--- src/core/fps_map.svh ---
// flash control word layout, reset value and pulse lengths for the flash sequencer
// assumes 16-bit flash words, byte addresses with bit 0 as the byte select
`ifndef FPS_MAP_SVH
`define FPS_MAP_SVH
`define FPS_B_WMODE 15
`define FPS_B_BANK_HI 9
`define FPS_B_BANK_LO 8
`define FPS_B_DWORD 7
`define FPS_B_TSEL_HI 6
`define FPS_B_TSEL_LO 5
`define FPS_B_VPP_OK 4
`define FPS_B_DROPOUT 3
`define FPS_B_BUSY 2
`define FPS_B_ERASE 1
`define FPS_B_WREN 0
`define FPS_CTRL_RESET 16'h0000
`define FPS_WORD_STEP 18'h00002
`define FPS_PULSE_0 400
`define FPS_PULSE_1 4000
`define FPS_PULSE_2 40000
`define FPS_PULSE_3 400000
`endif

--- src/core/fps_pkg.sv ---
// types shared by the flash program and erase sequencer
// assumes nothing beyond the constants header
package fps_pkg;
  typedef enum logic [1:0]
  {
    FPS_IDLE = 2'b00,
    FPS_PROG = 2'b01,
    FPS_ERASE = 2'b10
  } fps_op_t;

  // one cpu access to the flash space
  typedef struct packed {
    logic valid;
    logic write;
    logic indirect;
    logic [17:0] addr;
    logic [15:0] data;
  } fps_acc_t;

  // commands to the flash array macro
  typedef struct packed {
    logic prog;
    logic erase;
    logic dword;
    logic [1:0] bank;
    logic [17:0] addr;
    logic [31:0] data;
    logic prog_verify;
    logic erase_verify;
  } fps_arr_t;

  typedef struct packed {
    fps_op_t op;
    logic wmode;
    logic [1:0] bank;
    logic dword;
    logic [1:0] tsel;
    logic dropout;
    logic erase_sel;
    logic wren;
    logic key_armed;
    logic have_first;
    logic [18:0] cnt;
    logic vpp_s1;
    logic vpp_s2;
    fps_arr_t arr;
    logic [15:0] rdata;
    logic rvalid;
  } fps_state_t;
endpackage : fps_pkg

--- src/core/fps_seq.sv ---
// flash program / erase sequencer with the virtual flash control word
// assumes the cpu presents one access per cycle and the array macro obeys arr commands
`timescale 1ns/10ps
`include "fps_map.svh"

module fps_seq
  import fps_pkg::*;
#(
  parameter int unsigned PULSE_CYC0 = `FPS_PULSE_0,
  parameter int unsigned PULSE_CYC1 = `FPS_PULSE_1,
  parameter int unsigned PULSE_CYC2 = `FPS_PULSE_2,
  parameter int unsigned PULSE_CYC3 = `FPS_PULSE_3
)
(
  input wire logic clock, // 100 MHz cpu clock
  input wire logic rst, // synchronous reset, active high
  input wire fps_acc_t acc, // cpu access to flash space
  input wire logic [15:0] arr_rdata, // array read data
  input wire logic vpp_ok, // programming supply above threshold, async pin
  output logic [15:0] rdata, // read data to cpu
  output logic rvalid, // read data valid, one cycle pulse
  output fps_arr_t arr, // array command
  output logic busy, // operation in progress
  output logic write_mode // write mode active
);

  ////////////////////////////////////////////////////////////////////////////
  fps_state_t s_reg;
  fps_state_t s_next;

  function automatic logic [18:0] pulse_len(input logic [1:0] sel);
    case (sel)
      2'b00: pulse_len = PULSE_CYC0[18:0];
      2'b01: pulse_len = PULSE_CYC1[18:0];
      2'b10: pulse_len = PULSE_CYC2[18:0];
      2'b11: pulse_len = PULSE_CYC3[18:0];
      default: pulse_len = PULSE_CYC0[18:0];
    endcase
  endfunction : pulse_len

  function automatic logic [15:0] ctrl_word(input fps_state_t st);
    ctrl_word = `FPS_CTRL_RESET;
    ctrl_word[`FPS_B_WMODE] = st.wmode;
    ctrl_word[`FPS_B_BANK_HI:`FPS_B_BANK_LO] = st.bank;
    ctrl_word[`FPS_B_DWORD] = st.dword;
    ctrl_word[`FPS_B_TSEL_HI:`FPS_B_TSEL_LO] = st.tsel;
    ctrl_word[`FPS_B_VPP_OK] = st.vpp_s2;
    ctrl_word[`FPS_B_DROPOUT] = st.dropout;
    ctrl_word[`FPS_B_BUSY] = (st.op != FPS_IDLE);
    ctrl_word[`FPS_B_ERASE] = st.erase_sel;
    ctrl_word[`FPS_B_WREN] = st.wren;
  endfunction : ctrl_word

  logic even;
  logic dwr;
  logic iwr;
  logic self_wr;
  logic is_busy;

  ////////////////////////////////////////////////////////////////////////////
  always_comb
  begin
    s_next = s_reg;
    even = ~acc.addr[0];
    dwr = acc.valid & acc.write & ~acc.indirect & even;
    iwr = acc.valid & acc.write & acc.indirect & even;
    self_wr = iwr & (acc.data == acc.addr[15:0]);
    is_busy = (s_reg.op != FPS_IDLE);
    s_next.vpp_s1 = vpp_ok;
    s_next.vpp_s2 = s_reg.vpp_s1;
    s_next.rvalid = 1'b0;
    s_next.arr.prog = 1'b0;
    s_next.arr.erase = 1'b0;
    // reads: control word for direct reads in write mode, array otherwise
    if (acc.valid && !acc.write)
    begin
      s_next.rvalid = 1'b1;
      s_next.rdata = (s_reg.wmode && !acc.indirect) ? ctrl_word(s_reg) : arr_rdata;
    end
    // pulse timer
    if (is_busy)
    begin
      s_next.cnt = s_reg.cnt + 19'd1;
      if (!s_reg.vpp_s2)
        s_next.dropout = 1'b1;
      if (s_reg.cnt == pulse_len(s_reg.tsel) - 19'd1)
      begin
        s_next.op = FPS_IDLE;
        if (s_reg.op == FPS_PROG)
          s_next.arr.prog_verify = 1'b1;
        else
          s_next.arr.erase_verify = 1'b1;
      end
    end
    else if (!s_reg.wmode)
    begin
      // unlock key: direct dummy write, then indirect self-address write as the very next access
      // idle cycles between the two accesses keep the key armed, a further direct dummy write re-arms it, any other access disarms it
      if (acc.valid)
      begin
        s_next.key_armed = dwr;
        if (self_wr && s_reg.key_armed)
          s_next.wmode = 1'b1;
      end
    end
    else if (dwr)
    begin
      if (!acc.data[`FPS_B_WMODE])
      begin
        s_next.wmode = 1'b0;
        s_next.bank = 2'b00;
        s_next.dword = 1'b0;
        s_next.tsel = 2'b00;
        s_next.erase_sel = 1'b0;
        s_next.wren = 1'b0;
        s_next.arr.prog_verify = 1'b0;
        s_next.arr.erase_verify = 1'b0;
      end
      else
      begin
        s_next.bank = acc.data[`FPS_B_BANK_HI:`FPS_B_BANK_LO];
        s_next.dword = acc.data[`FPS_B_DWORD];
        s_next.tsel = acc.data[`FPS_B_TSEL_HI:`FPS_B_TSEL_LO];
        s_next.erase_sel = acc.data[`FPS_B_ERASE];
        s_next.wren = acc.data[`FPS_B_WREN];
        if (!acc.data[`FPS_B_WREN])
        begin
          s_next.arr.prog_verify = 1'b0;
          s_next.arr.erase_verify = 1'b0;
        end
      end
      s_next.have_first = 1'b0;
    end
    else if (iwr && s_reg.wren && s_reg.erase_sel)
    begin
      if (self_wr && !s_reg.dword)
      begin
        s_next.op = FPS_ERASE;
        s_next.cnt = 19'd0;
        s_next.dropout = ~s_reg.vpp_s2;
        s_next.arr.erase = 1'b1;
        s_next.arr.bank = s_reg.bank;
        s_next.arr.erase_verify = 1'b0;
      end
    end
    else if (iwr && s_reg.wren)
    begin
      if (s_reg.dword && !s_reg.have_first)
      begin
        s_next.have_first = acc.addr[1:0] == 2'b00;
        s_next.arr.addr = acc.addr;
        s_next.arr.data[15:0] = acc.data;
      end
      else if (s_reg.dword && acc.addr != s_reg.arr.addr + `FPS_WORD_STEP)
      begin
        s_next.have_first = acc.addr[1:0] == 2'b00;
        s_next.arr.addr = acc.addr;
        s_next.arr.data[15:0] = acc.data;
      end
      else
      begin
        s_next.op = FPS_PROG;
        s_next.cnt = 19'd0;
        s_next.dropout = ~s_reg.vpp_s2;
        s_next.have_first = 1'b0;
        s_next.arr.prog = 1'b1;
        s_next.arr.dword = s_reg.dword;
        s_next.arr.prog_verify = 1'b0;
        s_next.arr.erase_verify = 1'b0;
        if (s_reg.dword)
          s_next.arr.data[31:16] = acc.data;
        else
        begin
          s_next.arr.addr = acc.addr;
          s_next.arr.data = {16'h0000, acc.data};
        end
      end
    end
  end

  ////////////////////////////////////////////////////////////////////////////
  always_ff @(posedge clock)
  begin
    if (rst)
      s_reg <= '0;
    else
      s_reg <= s_next;
  end

  assign rdata = s_reg.rdata;
  assign rvalid = s_reg.rvalid;
  assign arr = s_reg.arr;
  assign busy = s_reg.op != FPS_IDLE;
  assign write_mode = s_reg.wmode;
endmodule : fps_seq

--- config.mk ---
export PLATFORM = sky130hd
export DESIGN_NAME = fps_seq
export DESIGN_NICKNAME = d
export VERILOG_FILES = /design/src/core/fps_pkg.sv /design/src/core/fps_seq.sv
export VERILOG_INCLUDE_DIRS = /design/src /design/src/core
export SDC_FILE = /design/constraint.sdc
export NUM_CORES = 1
export LEC_CHECK = 0
export BUFFER_PORTS_ARGS = -buffer_cell sky130_fd_sc_hd__buf_4
export CAP_MARGIN = 15
export CORE_UTILIZATION = 49
export CTS_BUF_LIST = sky130_fd_sc_hd__clkbuf_16
export DETAILED_ROUTE_END_ITERATION = 10
export HOLD_SLACK_MARGIN = 0.12
export PLACE_DENSITY = 0.73
export SLEW_MARGIN = 40
export SYNTH_ARGS = -nofsm -noshare
export SYNTH_HDL_FRONTEND = slang
export SYNTH_SLANG_ARGS = --single-unit
--- constraint.sdc ---
create_clock -name clock -period 7.1 [get_ports clock]
set_clock_uncertainty 0.15 [all_clocks]
set_input_delay 0.71 -clock clock [delete_from_list [all_inputs] [get_ports clock]]
set_output_delay 0.71 -clock clock [all_outputs]
set_load 0.005 [all_outputs]
==> reports/metrics.cfg, run 1 <==
[clock_network]
post_cts_resized = 0
worst_skew_pair.late_latency_ns = 0.34
cts_setup_buffers = 0
clock_tree.buffer_depth = 2
clock_sinks = 108
cts_inserted_buffers = 9
clkSlewWorstSetupHoldPaths_ns = 0.07
count_of_hold_fix_buffers_inserted_at_cts = 0
cts_htree_levels = 3
tritoncts = yes
ctsRootBufferMaster = sky130_fd_sc_hd__clkbuf_16

[sta]
finalHoldWorstSlack_ns = 0.291
timing_max_transition_violations_final = 0
final_setup_vio_count = 0
fin_tns_setup_ns = 0
worst_slew_pin_slew_ns = 0.740
final_min_period_over_clock_period = 0.504
hold_viol_final = 0
final_period_minus_worst_setup_slack_ns = 3.58
fmaxAchievable_mhz = 279
setup_repair_after_global_routing_missed_its_margin = false
max-slew-margin-rel = 0.507

[worst_hold_path]
hold_path.class = reg2reg
holdCritStartpoint = s_next[74]
hold-path-cell-count = 1

[yosys]
synth.yosys.warnings = 0
postSynth.asyncResetShare = 0
netlist-cell-type-count = 66
synth_largest_area_cell = sky130_fd_sc_hd__dfxtp_1
synth_enable_flop_cells = 0
synth-seq-cells = 108
ys.flop_type = sky130_fd_sc_hd__dfxtp_1
post_synth.cell_area_avg_um2 = 8.48
synth.area.top_cells = sky130_fd_sc_hd__dfxtp_1 36%, sky130_fd_sc_hd__buf_4 9.2%, sky130_fd_sc_hd__mux2i_1 6.8%
netlist_area_um2 = 6020
syn_inst = 710
postSynthNetCount = 774
yosysTopAreaCellShare = 0.359
yosysSeqAreaShare = 0.359

[critical_path]
crit_path_start = arr[35]
crit_type = reg2reg
startpoint_type = register
endpoint_kind = register
timing.rr.start = arr[35]
number_of_cells_traversed_by_the_worst_register_to_register_path = 9
critical_path_arrival_ns = 3.67
path_max_fanout = 10
crit_required_ns = 7.19

[pwr]
power-per-cell-area_nw_per_um2 = 171
leakage_power_nw = 2.66
maximum_vdd_ir_drop_mv = 0.0997

[drt]
final_routed_wire_length_divided_by_cell_count_um = 16.5
met3WireLength_um = 816
final_antenna_net_count = 0
drc = 0
routed-via-count = 5094
wl_met2_um = 6860
vias_per_cell = 5.69
top_layer_used = met4
detail_route.wirelength.met1_um = 6780
dr.first_iter.drc_count = 341
drtPass1Iterations = 5
detail_route.wirelength_um = 14800

[final_layout]
multi_input_area_um2 = 3100
antennaDiodeCount = 0
area_growth_syn_to_layout_pct = 12.2
num-nets-final = 808
final_layout_size_suffix_gt1_frac = 0.224
filler_cell_count = 1092
post-route-util = 0.563
seq_area_um2 = 2160
largest_register_ff_count = 57

[floorplanning]
floorplan.initialDensity = 0.501
die_outline_area_um2 = 12700
dieHeight_um = 113
num_io_pins = 132
core-area_um2 = 12000
die_x_um = 113
floorplan.rows = 40

[placed_design]
dp_hpwl_um = 10700
buffer_ports.inserted = 131
gp_congestion = 0.907

[global_routing]
overflow = 0
grt_antenna_before_repair = 0
grt_use_total = 0.233
grt_pass1_wl_um = 23800
grt_start_max_net_pins = 68
via_count_of_the_first_global_routing_pass = 4757

[run_status]
status = complete, no violations

[flow_run]
max_cap_viol_count = 0

## layout by cell type, fill, tap and decap left out, types with 3 or more instances in the layout
cell type	n
sky130_fd_sc_hd__a211oi_1	17
sky130_fd_sc_hd__a21oi_1	32
sky130_fd_sc_hd__a22o_1	8
sky130_fd_sc_hd__a22o_2	9
sky130_fd_sc_hd__a22oi_1	7
sky130_fd_sc_hd__a311oi_1	8
sky130_fd_sc_hd__a31oi_1	4
sky130_fd_sc_hd__and2_1	3
sky130_fd_sc_hd__and3_1	11
sky130_fd_sc_hd__and4_1	3
sky130_fd_sc_hd__buf_4	134
sky130_fd_sc_hd__clkbuf_16	9
sky130_fd_sc_hd__clkinv_1	3
sky130_fd_sc_hd__dfxtp_1	108
sky130_fd_sc_hd__ha_1	8
sky130_fd_sc_hd__inv_1	12
sky130_fd_sc_hd__mux2i_1	41
sky130_fd_sc_hd__nand2_1	108
sky130_fd_sc_hd__nand2b_1	3
sky130_fd_sc_hd__nand3_1	19
sky130_fd_sc_hd__nand4_1	6
sky130_fd_sc_hd__nor2_1	53
sky130_fd_sc_hd__nor2b_1	7
sky130_fd_sc_hd__nor3_1	9
sky130_fd_sc_hd__nor3b_1	4
sky130_fd_sc_hd__nor4_1	8
sky130_fd_sc_hd__o2111ai_1	5
sky130_fd_sc_hd__o211ai_1	5
sky130_fd_sc_hd__o21a_1	7
sky130_fd_sc_hd__o21ai_0	14
sky130_fd_sc_hd__or3_1	3
sky130_fd_sc_hd__xnor2_1	17
sky130_fd_sc_hd__xor2_1	23
## path summary, 6_finish.rpt
kind / to / slack, ns
setup / recovery: arr[23] / 3.52
hold / removal: s_reg[74] / 0.29
setup reg to reg: arr[23] / 3.52
hold reg to reg: s_reg[74] / 0.29
## kinds of logic after synthesis
| group | count (synthesis) | synth area share |
|---|---|---|
| xor gates and xnor gates | 40 | 0.0582 |
| AOI/OAI and AO/OA | 143 | 0.172 |
| and+or+nand+nor | 248 | 0.198 |
| adders and majority gates | 8 | 0.0166 |
| buffers and inverters | 122 | 0.129 |
| DFF | 108 | 0.359 |
| muxes | 41 | 0.0681 |
## layout make-up
class	instances	share of cell area
clock buffers	9	0.0333
clock inverters	7	0.00407
inverters	10	0.00592
multi-input cells	480	0.459
flip-flops and latches	108	0.320
well taps	147	0.0272
repair buffers	135	0.150
## power breakdown
group	total [mW]	internal, mW	switching [mW]
Combinational	0.0990	0.0455	0.0535
Clock	0.442	0.230	0.212
Sequential	0.615	0.612	0.00287
Total	1.16	0.887	0.268
## metrics by stage
step | std cells | power (mW) | area [um2] | setup slack [ns]
global placement | 879 | 0.724 | 6480 | 3.52
finish | 896 | 1.16 | 6760 | 3.52
CTS | 895 | 1.17 | 6740 | 3.37
floorplan | 710 | 0.680 | 6020 | 4.00
detailed placement | 879 | 0.727 | 6490 | 3.37
global route | 896 | 1.20 | 6760 | 3.11
## worst max-delay path, stage by stage, from the launching register on
cell	delay (ns)
sky130_fd_sc_hd__dfxtp_1	0.45
sky130_fd_sc_hd__ha_1	0.40
sky130_fd_sc_hd__nand4_1	0.24
sky130_fd_sc_hd__nor4_1	0.33
sky130_fd_sc_hd__o211ai_1	0.17
sky130_fd_sc_hd__a22o_1	0.29
sky130_fd_sc_hd__o41ai_1	0.63
sky130_fd_sc_hd__a21oi_2	0.30
sky130_fd_sc_hd__buf_4	0.27
sky130_fd_sc_hd__a22o_2	0.26
## Yosys cell counts (2+ instances only)
cell,n
sky130_fd_sc_hd__a211oi_1,17
sky130_fd_sc_hd__a311oi_1,8
sky130_fd_sc_hd__nor3_1,9
sky130_fd_sc_hd__xor2_1,23
sky130_fd_sc_hd__nor2b_1,7
sky130_fd_sc_hd__dfxtp_1,108
sky130_fd_sc_hd__mux2i_1,41
sky130_fd_sc_hd__and2_1,3
sky130_fd_sc_hd__xnor2_1,17
sky130_fd_sc_hd__nand2b_1,3
sky130_fd_sc_hd__o22ai_1,2
sky130_fd_sc_hd__nor3b_1,4
sky130_fd_sc_hd__o2111ai_1,5
sky130_fd_sc_hd__o41a_1,2
sky130_fd_sc_hd__nand3_1,19
sky130_fd_sc_hd__clkbuf_1,25
sky130_fd_sc_hd__o31a_1,2
sky130_fd_sc_hd__ha_1,8
sky130_fd_sc_hd__o21ai_0,14
sky130_fd_sc_hd__nor4_1,8
sky130_fd_sc_hd__o211ai_1,5
sky130_fd_sc_hd__o32ai_1,2
sky130_fd_sc_hd__or4_1,2
sky130_fd_sc_hd__and4_1,3
sky130_fd_sc_hd__nor2_1,53
sky130_fd_sc_hd__buf_6,4
sky130_fd_sc_hd__o21a_1,8
sky130_fd_sc_hd__a22oi_1,7
sky130_fd_sc_hd__buf_2,7
sky130_fd_sc_hd__inv_1,10
sky130_fd_sc_hd__a22o_2,9
sky130_fd_sc_hd__a31oi_1,4
sky130_fd_sc_hd__a41oi_1,2
sky130_fd_sc_hd__a21oi_1,33
sky130_fd_sc_hd__or3_1,3
sky130_fd_sc_hd__and3_1,11
sky130_fd_sc_hd__nand2_1,108
sky130_fd_sc_hd__nand4_1,6
sky130_fd_sc_hd__buf_4,74
sky130_fd_sc_hd__a22o_1,8
## routing by layer
metal / vias to the layer above / track usage
li1: 2500 / -
met1: 2409 / 0.314
met2: 161 / 0.376
met3: 24 / 0.0327
met4: 0 / 0.0947
met5: - / 0
Power figures use the tool's default switching activity.
==> run 2: changes to the inputs <==
Settings changed: ABC_AREA set to 1, PLACE_DENSITY 0.73 to 0.76.
Clock period 7.1 ns to 3.05 ns, I/O delays scaled along.
==> run 2 against run 1 <==
Effect of this change: via count grew 21%; flip-flop and latch count is the same; worst setup slack lost 3.2 ns; critical path depth grew 7; cell count grew 35%; largest power group unchanged; sequential share of layout area shrank 3.7 points; critical path type unchanged; highest routed layer unchanged; wire length grew 18%.
==> reports/metrics.cfg, run 2 <==
[critical_path]
startpoint_type = register
path_max_fanout = 53
critical_path_arrival_ns = 2.77
number_of_cells_traversed_by_the_worst_register_to_register_path = 16
endpoint_kind = register
crit_type = reg2reg
crit_required_ns = 3.13

[sta]
final_period_minus_worst_setup_slack_ns = 2.70
fin_tns_setup_ns = 0
hold_viol_final = 0
setup_repair_after_global_routing_missed_its_margin = false
final_min_period_over_clock_period = 0.884
worst_slew_pin_slew_ns = 0.541
timing.final.ws_setup_ns = 0.355
fmaxAchievable_mhz = 371
max-slew-margin-rel = 0.639
final_setup_vio_count = 0
finalHoldWorstSlack_ns = 0.125
timing_max_transition_violations_final = 0

[clock_network]
worst_skew_pair.late_latency_ns = 0.35
cts_htree_levels = 3
tritoncts = yes
clock_sinks = 108
clkSlewWorstSetupHoldPaths_ns = 0.08
clock_tree.buffer_depth = 2
cts_inserted_buffers = 9
ctsRootBufferMaster = sky130_fd_sc_hd__clkbuf_16
cts_setup_buffers = 0

[final_layout]
final_cell_mix = 218 x sky130_fd_sc_hd__nand2_1, 142 x sky130_fd_sc_hd__buf_4, 108 x sky130_fd_sc_hd__dfxtp_1
largest_register_ff_count = 57
num-nets-final = 1100
final_common_cell = sky130_fd_sc_hd__nand2_1
final_layout_size_suffix_gt1_frac = 0.175
area_growth_syn_to_layout_pct = 21.9
instances_no_fill = 1209
antennaDiodeCount = 0

[yosys]
yosysSeqAreaShare = 0.344
netlist_area_um2 = 6280
syn_inst = 940
synth_most_common_cell = sky130_fd_sc_hd__nand2_1
synth.yosys.warnings = 0
synth.area.top_cells = sky130_fd_sc_hd__dfxtp_1 34%, sky130_fd_sc_hd__nand2_1 13%, sky130_fd_sc_hd__buf_4 8.7%
postSynthNetCount = 1004
synth_enable_flop_cells = 0
netlist-cell-type-count = 34
post_synth.cell_area_avg_um2 = 6.68
yosysTopAreaCellShare = 0.344
synth-seq-cells = 108
ys.flop_type = sky130_fd_sc_hd__dfxtp_1
synth_commonest_cells = 218 x sky130_fd_sc_hd__nand2_1, 108 x sky130_fd_sc_hd__dfxtp_1, 101 x sky130_fd_sc_hd__nor2_1
postSynth.asyncResetShare = 0
synth_largest_area_cell = sky130_fd_sc_hd__dfxtp_1

[pwr]
power-per-cell-area_nw_per_um2 = 378
total_switching_power_mw = 0.747
maximum_vdd_ir_drop_mv = 0.219
power.sequential.fraction = 0.495
power_frac_comb = 0.101
pwr-share-clk = 0.404
leakage_power_nw = 3.36
p_sw_frac = 0.258
cell_internal_pwr_mw = 2.15

[floorplanning]
num_io_pins = 132
dieHeight_um = 115
die_outline_area_um2 = 13300
floorplan.rows = 40
floorplan.initialDensity = 0.512
die_x_um = 115
core-area_um2 = 12300

[placed_design]
pre_cts_ws_ns = 0.212
buffer_ports.inserted = 131
dp_hpwl_um = 12500
gp_congestion = 0.942
placed_cells = 1146

[global_routing]
grt_antenna_before_repair = 0
grt_most_used_layer = met2
globalRouteMet3Util = 0.0411
grt_pass1_wl_um = 27900
grt_use_total = 0.272
globalRouteMet1Util = 0.371
global_route.usage.met2 = 0.433
via_count_of_the_first_global_routing_pass = 5648
overflow = 0
grt_start_max_net_pins = 54

[drt]
dr.first_iter.drc_count = 541
vias_per_cell = 5.10
drc = 0
final_antenna_net_count = 0
routed-via-count = 6165
detail_route.wirelength_um = 17500
drtPass1Iterations = 5
final_routed_wire_length_divided_by_cell_count_um = 14.5

[run_status]
status = complete, no violations

[worst_hold_path]
hold-path-cell-count = 3
hold_path.class = in2reg

[flow_run]
max_cap_viol_count = 0

run 2: cell families (layout without fill, tap and decap cells):
| kind of cell | count (synthesis) | in the layout | synth area share |
|---|---|---|---|
| simple gates | 426 | 426 | 0.292 |
| buf+inv | 196 | 297 | 0.162 |
| compound gates | 172 | 172 | 0.144 |
| flops | 108 | 108 | 0.344 |
| xor+xnor | 30 | 30 | 0.0418 |
| fa+ha+maj | 8 | 8 | 0.0159 |
run 2: worst max-delay path, cell delays in order, from the launching register on:
cell	delay (ns)
sky130_fd_sc_hd__dfxtp_1	0.44
sky130_fd_sc_hd__ha_1	0.24
sky130_fd_sc_hd__nand2_2	0.10
sky130_fd_sc_hd__nor2_4	0.21
sky130_fd_sc_hd__nand2_4	0.11
sky130_fd_sc_hd__nor2_4	0.11
sky130_fd_sc_hd__nand2_1	0.05
sky130_fd_sc_hd__nand2_1	0.08
sky130_fd_sc_hd__nand2_1	0.07
sky130_fd_sc_hd__nor2_2	0.10
sky130_fd_sc_hd__nand3_2	0.10
sky130_fd_sc_hd__nor2_2	0.14
sky130_fd_sc_hd__nand2_2	0.09
sky130_fd_sc_hd__nand2_2	0.11
sky130_fd_sc_hd__inv_4	0.18
sky130_fd_sc_hd__o21ai_0	0.23
sky130_fd_sc_hd__a21oi_1	0.07
run 2: cell type report:
| type | count | area (um2) |
|---|---|---|
| fillers | 1147 | 4600 |
| multi-input cells | 636 | 3110 |
| flip-flops and latches | 108 | 2160 |
| repair buffers | 189 | 1540 |
| inverters | 92 | 348 |
| clock buffers | 9 | 225 |
| well taps | 168 | 210 |
| clock inverters | 7 | 70.1 |
run 2: what timing repair did:
| action | in CTS | in global routing |
|---|---|---|
| setup endpoints to repair | 0 | 36 |
| gates resized for setup | 0 | 3 |
| hold buffers | 47 | 0 |
| hold endpoints to repair | 58 | 0 |
run 2: worst paths after layout:
kind,startpoint,slack (ns),end
worst min-delay path,acc[36],0.13,s_reg[96]
worst max register to register,arr[35],0.35,arr[35]
worst max-delay path,arr[35],0.35,arr[35]
worst min register to register,s_next[74],0.26,s_reg[74]
run 2: layer usage:
layer,wire length (um),vias up
met1,8140,2780
met4,398,0
met5,0,-
li1,-,3142
met3,1090,33
met2,7900,210
run 2: power by group through the flow:
| stage | clock network, mW | logic, mW | registers, mW |
|---|---|---|---|
| 3_5_place_dp | 0 | 0.240 | 1.47 |
| 4_1_cts | 1.18 | 0.289 | 1.43 |
| 3_3_place_gp | 0 | 0.238 | 1.47 |
| 5_1_grt | 1.25 | 0.316 | 1.43 |
| 2_1_floorplan | 0 | 0.125 | 1.46 |
| 6_report | 1.17 | 0.293 | 1.43 |
run 2: stage by stage:
step / power, mW / instance area, um2 / util
after floorplan: 1.59 / 6280 / -
after global placement: 1.70 / 6880 / 0.561
after detailed placement: 1.71 / 6880 / 0.561
after CTS: 2.91 / 7650 / 0.624
after global routing: 3.00 / 7660 / 0.624
final: 2.90 / 7660 / 0.624
==> run 3: changes to the inputs <==
Settings changed: PLACE_DENSITY 0.76 to 0.77, SLEW_MARGIN 40 to not set.
==> run 3 against run 2 <==
Effect of this change: combinational power decreased by 2%; non-clock buffer count decreased by 5; hold slack got worse by 0.0017 ns; sequential share of layout area increased by 0.17 points; clock power about the same; global-route usage decreased by 1.1 points; power increased by 0.39%; cell count decreased by 0.41%; highest routed layer unchanged.
==> reports/metrics.cfg, run 3 (synthesized netlist as in run 2, its figures left out) <==
[run_status]
status = complete, no violations

[pwr]
maximum_vdd_ir_drop_mv = 0.248
leakage_power_nw = 3.35
report.power.total_mw = 2.91
power-per-cell-area_nw_per_um2 = 382

[clock_network]
clock_tree.buffer_depth = 2
cts_inserted_buffers = 9
worst_skew_pair.late_latency_ns = 0.35
tritoncts = yes
clkSlewWorstSetupHoldPaths_ns = 0.07
cts_htree_levels = 3
ctsRootBufferMaster = sky130_fd_sc_hd__clkbuf_16
clock_sinks = 108
cts_setup_buffers = 0

[critical_path]
critical_path.max_stage_delay_ns = 0.41
critical_path_arrival_ns = 2.84
cp_common_cell = sky130_fd_sc_hd__nand2_1
crit_path_start = arr[35]
timing.rr.start = arr[35]
startpoint_type = register
path_cells = ha_1 -> nand2_2 -> nor2_4 -> nand2_4 -> nor2_4 -> nand2_1 -> nand2_1 -> nand2_1 -> nor2_1 -> nand3_1 -> inv_1 -> nand2_1 -> nand3_1 -> nand2_2 -> nand2_1 -> o21ai_0 -> nand2_1 -> inv_1
endpoint_kind = register
crit_required_ns = 3.15
path_max_fanout = 19
crit_type = reg2reg
critical-path-slowest-cell = sky130_fd_sc_hd__dfxtp_1

[sta]
fmaxAchievable_mhz = 365
final_period_minus_worst_setup_slack_ns = 2.74
hold_viol_final = 0
final_setup_vio_count = 0
finalHoldWorstSlack_ns = 0.123
fin_tns_setup_ns = 0
setup_repair_after_global_routing_missed_its_margin = false
worst_slew_pin_slew_ns = 0.558
timing_max_transition_violations_final = 0
final_min_period_over_clock_period = 0.897
max-slew-margin-rel = 0.628

[final_layout]
area_growth_syn_to_layout_pct = 21.2
filler_cell_count = 1139
largest_register_ff_count = 57
final_common_cell = sky130_fd_sc_hd__nand2_1
antennaDiodeCount = 0
num-nets-final = 1095
final_cell_mix = 217 x sky130_fd_sc_hd__nand2_1, 140 x sky130_fd_sc_hd__buf_4, 108 x sky130_fd_sc_hd__dfxtp_1
final_layout_size_suffix_gt1_frac = 0.174
instances_no_fill = 1204

[global_routing]
overflow = 0
grt_pass1_wl_um = 26900
grt_start_max_net_pins = 57
grt_antenna_before_repair = 0
grt_use_total = 0.260
via_count_of_the_first_global_routing_pass = 5289

[floorplanning]
dieHeight_um = 115
num_io_pins = 132
die_outline_area_um2 = 13300
floorplan.rows = 40
core-area_um2 = 12300
die_x_um = 115
floorplan.initialDensity = 0.512

[worst_hold_path]
holdCritStartpoint = acc[22]
hold_path.class = in2reg

[drt]
drc = 0
dr.first_iter.drc_count = 563
vias_per_cell = 5.05
routed-via-count = 6081
detail_route.wirelength_um = 16800
drtPass1Iterations = 5
final_routed_wire_length_divided_by_cell_count_um = 14.0
final_antenna_net_count = 0

[flow_run]
max_cap_viol_count = 0

[placed_design]
gp_congestion = 0.955
dp_hpwl_um = 11900
placed_cells = 1144
buffer_ports.inserted = 131

==> run 3: cell types whose count changed in the layout (fill, tap and decap cells not counted), moves of 2 or more <==
cell and delta:
sky130_fd_sc_hd__inv_8 -3, sky130_fd_sc_hd__nand2_2 +2, sky130_fd_sc_hd__inv_6 +3, sky130_fd_sc_hd__dlygate4sd3_1 -3
sky130_fd_sc_hd__buf_4 -2
==> run 3: metrics by stage <==
stage          setup WS, ns  area (um2)  utilization
5_1_grt              0.0217        7610        0.621
3_3_place_gp          0.353        6870        0.560
6_report              0.313        7610        0.621
2_1_floorplan         0.703        6280            -
3_5_place_dp          0.215        6870        0.560
4_1_cts               0.209        7610        0.620
==> run 3: layout make-up <==
cell class              instances  area, um2  area share
inverters                      92        348      0.0457
repair buffers                184       1490       0.196
well taps                     168        210      0.0276
clock buffers                   9        225      0.0296
clock inverters                 7       71.3     0.00937
multi-input cells             636       3100       0.408
flip-flops and latches        108       2160       0.284
==> run 3: worst max-delay path, delay by kind of cell, from the launching register on <==
kind                       cells  cell delay (ns)
AOI/OAI and AO/OA              1             0.10
adders and majority gates      1             0.24
buffers and inverters          2             0.12
DFF                            1             0.41
and+or+nand+nor               14             1.61
==> run 3: path summary, 6_finish.rpt <==
| path | to | slack [ns] | cells after the start |
|---|---|---|---|
| max | s_reg[76] | 0.31 | 18 |
| min | arr[40] | 0.12 | 3 |
| max reg2reg | s_reg[76] | 0.31 | 18 |
| min reg2reg | s_reg[74] | 0.27 | 2 |
==> run 3: power by group <==
group | internal (mW) | switching, mW
logic | 0.143 | 0.144
registers | 1.43 | 0.00768
clock network | 0.641 | 0.547
==> run 3: timing repair <==
action                     in CTS  in global routing
setup endpoints to repair       0                 31
hold buffers                   44                  0
gates resized for setup         0                  3
hold endpoints to repair       53                  0
==> run 3: metal layers <==
| layer | vias to the layer above | GRT usage | routed length, um |
|---|---|---|---|
| li1 | 3133 | - | - |
| met1 | 2712 | 0.372 | 7930 |
| met2 | 219 | 0.403 | 7400 |
| met3 | 17 | 0.0327 | 1210 |
| met4 | 0 | 0.0918 | 276 |
| met5 | - | 0 | 0 |
